--- src/core/uabd_regs.svh ---
// Constants for the auto-baud detect block
`ifndef UABD_REGS_SVH
`define UABD_REGS_SVH
// Sync character expected from the remote transmitter
`define UABD_SYNC_CHAR 8'h55
// Rising edges in the sync character, stop-bit edge included
`define UABD_SYNC_EDGES 3'h5
// Counter start value during calibration
`define UABD_CNT_START 16'h0001
// Base clock prescale, log2: 64, 16, 4
`define UABD_BASE_LOG2_SLOW 4'h6
`define UABD_BASE_LOG2_MID 4'h4
`define UABD_BASE_LOG2_FAST 4'h2
// Calibration clock is base divided by 8, log2
`define UABD_ABD_EXTRA_LOG2 4'h3
// Prescaler width: enough for Fosc/512
`define UABD_PRE_W 9
`endif

--- src/core/uabd_pkg.sv ---
// Types for the auto-baud detect block
`default_nettype none
package uabd_pkg;
  typedef enum logic [1:0] {
    UABD_IDLE = 2'b00,
    UABD_WAKE = 2'b01,
    UABD_WAIT_START = 2'b11,
    UABD_MEASURE = 2'b10
  } uabd_state_t;
endpackage : uabd_pkg
`default_nettype wire

--- src/core/uabd_core.sv ---
// Auto-baud detect with baud generator and wake-on-break
// Operation
// RULE1: Receive line times divisor counter during detection
// RULE2: Remote sends sync character 55h, five rises
// RULE3: Enable starts calibration; receiver held idle
// RULE4: Counting starts on first rise after start
// RULE5: Fifth rise stores count, clears enable, flags
// RULE6: Holding register read clears receive flag
// RULE7: Software checks high byte 00h for overflow
// RULE8: Both divisor bytes form one 16-bit counter
// RULE9: Calibration counter runs at base clock/8
// RULE10: Prescale from width and speed selections
// RULE11: With wake enabled, measure character after break
// RULE12: Counter starts at one
// RULE13: Software subtracts one after calibration
// RULE14: Software ensures baud rate is measurable
// RULE15: Break end rise clears wake enable
// RULE16: Tick every divisor-plus-one base periods
`include "uabd_regs.svh"
`default_nettype none
module uabd_core
  import uabd_pkg::*;
(
  input wire logic mclk_i,
  input wire logic rst_n_i,
  input wire logic clk_en_i,
  input wire logic rx_i,
  input wire logic wide_divisor_select_i,
  input wire logic high_speed_select_i,
  input wire logic auto_baud_set_i,
  input wire logic wake_set_i,
  input wire logic divisor_wr_i,
  input wire logic [15:0] divisor_wdata_i,
  input wire logic holding_rd_i,
  output logic auto_baud_enable_o,
  output logic wake_on_break_enable_o,
  output logic receive_interrupt_flag_o,
  output logic [7:0] divisor_high_byte_o,
  output logic [7:0] divisor_low_byte_o,
  output logic rx_hold_idle_o,
  output logic baud_tick_o
);
  // ****************************************************************
  // Input synchroniser
  // ****************************************************************
  logic rx_m_q, rx_m_d, rx_s_q, rx_s_d, rx_p_q, rx_p_d;
  always_comb begin
    rx_m_d = rx_i;
    rx_s_d = rx_m_q;
    rx_p_d = rx_s_q;
  end
  always_ff @(posedge mclk_i) begin
    if (!rst_n_i) begin
      rx_m_q <= 1'b1;
      rx_s_q <= 1'b1;
      rx_p_q <= 1'b1;
    end else if (clk_en_i) begin
      rx_m_q <= rx_m_d;
      rx_s_q <= rx_s_d;
      rx_p_q <= rx_p_d;
    end
  end
  logic rx_rise, rx_fall;
  assign rx_rise = rx_s_q & ~rx_p_q;
  assign rx_fall = ~rx_s_q & rx_p_q;

  // ****************************************************************
  // Prescaler
  // ****************************************************************
  logic [`UABD_PRE_W-1:0] pre_q, pre_d;
  logic [3:0] base_log2;
  logic [3:0] abd_log2;
  logic base_stb, abd_stb;
  logic measuring;
  always_comb begin
    unique case ({wide_divisor_select_i, high_speed_select_i}) // RULE10
      2'b00: base_log2 = `UABD_BASE_LOG2_SLOW;
      2'b11: base_log2 = `UABD_BASE_LOG2_FAST;
      default: base_log2 = `UABD_BASE_LOG2_MID;
    endcase
    abd_log2 = base_log2 + `UABD_ABD_EXTRA_LOG2; // RULE9
  end
  // Free-running counter; the strobe fires while the low bits are all ones, the cycle before they wrap
  logic [`UABD_PRE_W-1:0] base_mask, abd_mask;
  assign base_mask = `UABD_PRE_W'((10'h001 << base_log2) - 10'h001);
  assign abd_mask = `UABD_PRE_W'((10'h001 << abd_log2) - 10'h001);
  assign base_stb = (pre_q & base_mask) == base_mask;
  assign abd_stb = (pre_q & abd_mask) == abd_mask;
  always_comb begin
    pre_d = pre_q + `UABD_PRE_W'(1);
  end
  always_ff @(posedge mclk_i) begin
    if (!rst_n_i) begin
      pre_q <= '0;
    end else if (clk_en_i) begin
      pre_q <= pre_d;
    end
  end

  // ****************************************************************
  // Detect control and divisor
  // ****************************************************************
  uabd_state_t st_q, st_d;
  logic auto_baud_enable_q, auto_baud_enable_d, wue_q, wue_d, flag_q, flag_d;
  logic [15:0] div_q, div_d;
  logic [2:0] edges_q, edges_d;
  logic [15:0] tcnt_q, tcnt_d;
  logic tick_q, tick_d, hold_q, hold_d;
  logic [15:0] div_eff;
  assign measuring = (st_q == UABD_MEASURE);
  always_comb begin
    st_d = st_q;
    auto_baud_enable_d = auto_baud_enable_q | auto_baud_set_i;
    wue_d = wue_q | wake_set_i;
    flag_d = flag_q;
    div_d = div_q;
    edges_d = edges_q;
    if (divisor_wr_i) begin
      div_d = divisor_wdata_i;
    end
    if (holding_rd_i) begin
      flag_d = 1'b0; // RULE6
    end
    unique case (st_q)
      UABD_IDLE: begin
        if (wue_q) begin
          st_d = UABD_WAKE; // RULE11
        end else if (auto_baud_enable_q) begin
          st_d = UABD_WAIT_START;
        end
      end
      UABD_WAKE: begin
        // Falling edge is the wake event; the next rise ends the break
        if (rx_fall) begin
          flag_d = 1'b1;
        end
        if (rx_rise) begin
          wue_d = 1'b0; // RULE15
          st_d = UABD_IDLE;
        end
      end
      UABD_WAIT_START: begin
        if (!auto_baud_enable_q) begin
          st_d = UABD_IDLE;
        end else if (rx_rise) begin
          div_d = `UABD_CNT_START; // RULE4 RULE12
          edges_d = 3'h1;
          st_d = UABD_MEASURE;
        end
      end
      UABD_MEASURE: begin
        if (abd_stb) begin
          div_d = div_q + 16'h0001; // RULE1 RULE8
        end
        if (rx_rise) begin
          edges_d = edges_q + 3'h1;
          if (edges_q == `UABD_SYNC_EDGES - 3'h1) begin
            auto_baud_enable_d = 1'b0; // RULE5
            flag_d = 1'b1;
            div_d = div_q;
            st_d = UABD_IDLE;
          end
        end
      end
    endcase
  end
  always_ff @(posedge mclk_i) begin
    if (!rst_n_i) begin
      st_q <= UABD_IDLE;
      auto_baud_enable_q <= 1'b0;
      wue_q <= 1'b0;
      flag_q <= 1'b0;
      div_q <= 16'h0000;
      edges_q <= 3'h0;
    end else if (clk_en_i) begin
      st_q <= st_d;
      auto_baud_enable_q <= auto_baud_enable_d;
      wue_q <= wue_d;
      flag_q <= flag_d;
      div_q <= div_d;
      edges_q <= edges_d;
    end
  end

  // ****************************************************************
  // Baud tick generator
  // ****************************************************************
  assign div_eff = wide_divisor_select_i ? div_q : {8'h00, div_q[7:0]};
  always_comb begin
    tcnt_d = tcnt_q;
    tick_d = 1'b0;
    // Receiver held idle through wake and calibration
    hold_d = (st_d != UABD_IDLE) | auto_baud_enable_d | wue_d; // RULE3
    if (measuring || !base_stb) begin
      tcnt_d = measuring ? 16'h0000 : tcnt_q;
    end else if (tcnt_q >= div_eff) begin
      tcnt_d = 16'h0000; // RULE16
      tick_d = 1'b1;
    end else begin
      tcnt_d = tcnt_q + 16'h0001;
    end
  end
  // Tick and hold state registered apart from the detect state
  always_ff @(posedge mclk_i) begin
    if (!rst_n_i) begin
      tcnt_q <= 16'h0000;
      tick_q <= 1'b0;
      hold_q <= 1'b0;
    end else if (clk_en_i) begin
      tcnt_q <= tcnt_d;
      tick_q <= tick_d;
      hold_q <= hold_d;
    end
  end
  assign auto_baud_enable_o = auto_baud_enable_q;
  assign wake_on_break_enable_o = wue_q;
  assign receive_interrupt_flag_o = flag_q;
  assign divisor_high_byte_o = div_q[15:8];
  assign divisor_low_byte_o = div_q[7:0];
  assign rx_hold_idle_o = hold_q;
  assign baud_tick_o = tick_q;
endmodule : uabd_core
`default_nettype wire

--- config.mk ---
export PLATFORM = sky130hd
export DESIGN_NAME = uabd_core
export DESIGN_NICKNAME = d
export VERILOG_FILES = /design/src/core/uabd_pkg.sv /design/src/core/uabd_core.sv
export VERILOG_INCLUDE_DIRS = /design/src /design/src/core
export SDC_FILE = /design/constraint.sdc
export NUM_CORES = 1
export LEC_CHECK = 0
export BUFFER_PORTS_ARGS = -buffer_cell sky130_fd_sc_hd__buf_4
export CORE_ASPECT_RATIO = 1.1
export CORE_MARGIN = 2
export CORE_UTILIZATION = 55
export DETAILED_ROUTE_END_ITERATION = 12
export PLACE_DENSITY = 0.73
export SETUP_SLACK_MARGIN = 0.02
export SYNTH_ARGS = -nofsm -noshare
export SYNTH_HDL_FRONTEND = slang
export SYNTH_SLANG_ARGS = --single-unit
--- constraint.sdc ---
create_clock -name mclk_i -period 3.6 [get_ports mclk_i]
set_clock_uncertainty 0.05 [all_clocks]
set_input_delay 0.72 -clock mclk_i [delete_from_list [all_inputs] [get_ports mclk_i]]
set_output_delay 0.72 -clock mclk_i [all_outputs]
set_load 0.02 [all_outputs]
==> impl_metrics.py <==
metrics = {
    "floorplan": {
        "die_h_microns": 87.0,
        "dieArea_sq_um": 6920,
        "num_io_pins": 47,
        "start_util_pct": 56.3,
        "die_x_microns": 79.5,
        "core_area_sq_um": 6120,
        "std_cell_rows": 30,
    },
    "clocking": {
        "cts_max_level": 2,
        "post_cts_resize_count": 0,
        "insertion_delay_ns": 0.32,
        "cts_setup_buffers": 0,
        "root_buffer": "clkbuf_8",
        "cts.sinks": 54,
        "hold_buffers": 0,
        "cts_made_buffers": 5,
        "cts_buffer_depth": 2,
        "clk_pin_slew_ns": 0.10,
        "cts_tree": "done",
    },
    "drt": {
        "maxUsedRoutingLayer": "met4",
        "first_pass_iters": 5,
        "wl_per_cell_microns": 16.1,
        "wl_met1_microns": 3870,
        "drc_errors": 0,
        "met3_length_microns": 428,
        "ant_nets": 0,
        "vias_per_cell": 6.12,
        "wirelength_microns": 8760,
        "vias": 3333,
        "wl_met2_microns": 4250,
        "drt_iter0_drc": 203,
    },
    "layout": {
        "n_antenna_cell": 0,
        "ff_latch_area_sq_um": 1080,
        "multi_input_area_sq_um": 2210,
        "fin_cells": 545,
        "drive_gt1_share_pct": 14.4,
        "final_nets": 520,
        "syn_to_final_growth_pct": 14.1,
        "nFillCells": 556,
    },
    "power_and_ir_drop": {
        "vdd_drop_max_mv": 0.213,
        "leakage_nw": 1.57,
        "power_density_nw_per_um2": 332,
    },
    "grt": {
        "grt_overflow_total": 0,
        "antenna_found_initial": 0,
        "grt_usage_pct": 26.6,
        "grt_pass1_wl_microns": 14700,
        "grt_pass1_vias": 3121,
        "grt_max_degree": 24,
    },
    "timing": {
        "final.setup.tns_ns": 0,
        "rsz0062_at_grt": "false",
        "min_period_over_period_pct": 73.4,
        "finalSetupViolations": 0,
        "tightest_slew_ns": 0.658,
        "period_needed_ns": 2.64,
        "max_slew_margin_pct": 56.1,
        "drv_slew": 0,
        "hold_viol_final": 0,
        "max_freq_ghz": 0.378,
    },
    "run_status": {
        "status": "completed",
    },
    "worst_setup_path": {
        "slowest_delay_ns": 0.55,
        "cp.required_ns": 3.77,
        "start_kind": "input pin",
        "critical_path_class": "in -> reg",
        "cp.arrival_ns": 2.81,
        "cp_max_fo": 11,
        "crit_chain": "buf_4, inv_1, ha_1, a21boi_1, nor4_4, a2bb2oi_2, nor4_1, a22o_1, a21o_2",
        "slowest_stage": "a2bb2oi_2",
        "cp-end-kind": "flop",
    },
    "yosys": {
        "yosysWarnings": 0,
        "synth_area_sq_um": 3450,
        "ys_seq_elements": 54,
        "synth.top_cells.by_area": "dfxtp_1 (31%), ha_1 (11%), nor2_1 (5.3%)",
        "syn-mean-instance-area_sq_um": 8.11,
        "syn-num-nets": 481,
        "synth.most_common_cell": "dfxtp_1",
        "yosysTopAreaCellShare_pct": 31.4,
        "yosysSeqAreaShare_pct": 31.4,
        "synth_top_area_cell": "dfxtp_1",
        "synth_edf_count": 0,
        "synth_top_flop_cell": "dfxtp_1",
        "synth_cell_types": 59,
        "ys_top_cells_by_count": "dfxtp_1 (54), nor2_1 (49), nand2_1 (41)",
        "synth_cells": 425,
        "ys_async_sr_fraction_pct": 0,
    },
    "placed_design": {
        "dp.cells": 537,
        "port_buffers": 46,
        "gp_congestion": 0.924,
        "dp_hpwl_microns": 6390,
    },
    "hold_path": {
        "worst_hold_path_type": "reg -> reg",
    },
    "run": {
        "maxCapViolCount": 0,
    },
}
[where the power goes]
group          internal, mW  switching [mW]
clock network         0.209           0.206
registers             0.618          0.0342
logic                 0.102           0.136
total                 0.929           0.376
[critical path: cells and delay by family]
| kind | cells | cell delay (ns) |
|---|---|---|
| AND/OR/NAND/NOR | 2 | 0.47 |
| AO/OA/AOI/OAI | 4 | 1.16 |
| buffers and inverters | 2 | 0.23 |
| adder cells (fa/ha/maj) | 1 | 0.23 |
[per-stage QoR]
step	area, sq um	util (%)	power [mW]	setup slack [ns]	hold WS, ns
6_report	3930	64.3	1.31	0.957	0.436
5_1_grt	3930	64.3	1.36	0.739	0.462
4_1_cts	3930	64.3	1.31	0.983	0.436
3_5_place_dp	3830	62.5	0.901	0.670	0.411
3_3_place_gp	3830	62.5	0.895	0.728	0.408
2_1_floorplan	3450	-	0.818	0.875	0.391
[cell families after synthesis]
logic type	count (synthesis)	share of synthesized area [%]
and+or+nand+nor	170	24.5
xor gates and xnor gates	24	6.10
adders and majority gates	30	10.9
muxes	12	3.48
buffers and inverters	37	4.65
DFF	54	31.4
AOI/OAI and AO/OA	98	19.0
[final timing paths]
path                                       startpoint  endpoint  slack (ns)  depth (start not counted)
worst min-delay path                           rx_m_q    rx_m_q        0.44                          2
worst min register to register                 rx_m_q    rx_m_q        0.44                          2
worst max register to register                st_q[0]  div_q[1]        0.97                          8
worst max-delay path            wide_divisor_select_i  div_q[1]        0.96                          9
[routing by layer]
metal	vias up	global-route usage (%)
met5	-	0
met1	1588	33.8
met3	15	4.46
li1	1629	-
met4	0	11.1
met2	101	44.6
[sequential cells by signal, summed over array words and instances (netlist names)]
register	flops
baud_tick_o	1
st_q	2
tcnt_q	16
rx_p_d	1
receive_interrupt_flag_o	1
rx_hold_idle_o	1
rx_m_q	1
rx_p_q	1
pre_q	9
wake_on_break_enable_o	1
auto_baud_enable_o	1
div_q	16
edges_q	3
[cells in the final DEF, fill, tap and decap left out, drive strengths merged, types with 12 or more instances in the layout]
master,synthesis,final
xor2,17,17
ha,30,30
mux2i,12,12
nand4,17,17
a21oi,27,27
nor2,50,50
nand2,42,42
nand3,22,22
dfxtp,54,54
o21ai,24,24
buf,7,48
inv,21,21
[cell type report]
type                            instances  share of cell area (%)
Clock inverter                          1                   0.764
Clock buffer                            7                    1.94
Multi-Input combinational cell        334                    56.1
Inverter                               21                    2.00
Sequential cell                        54                    27.5
Tap cell                               80                    2.55
Timing Repair Buffer                   48                    9.16
(Power assumes the default switching activity.)
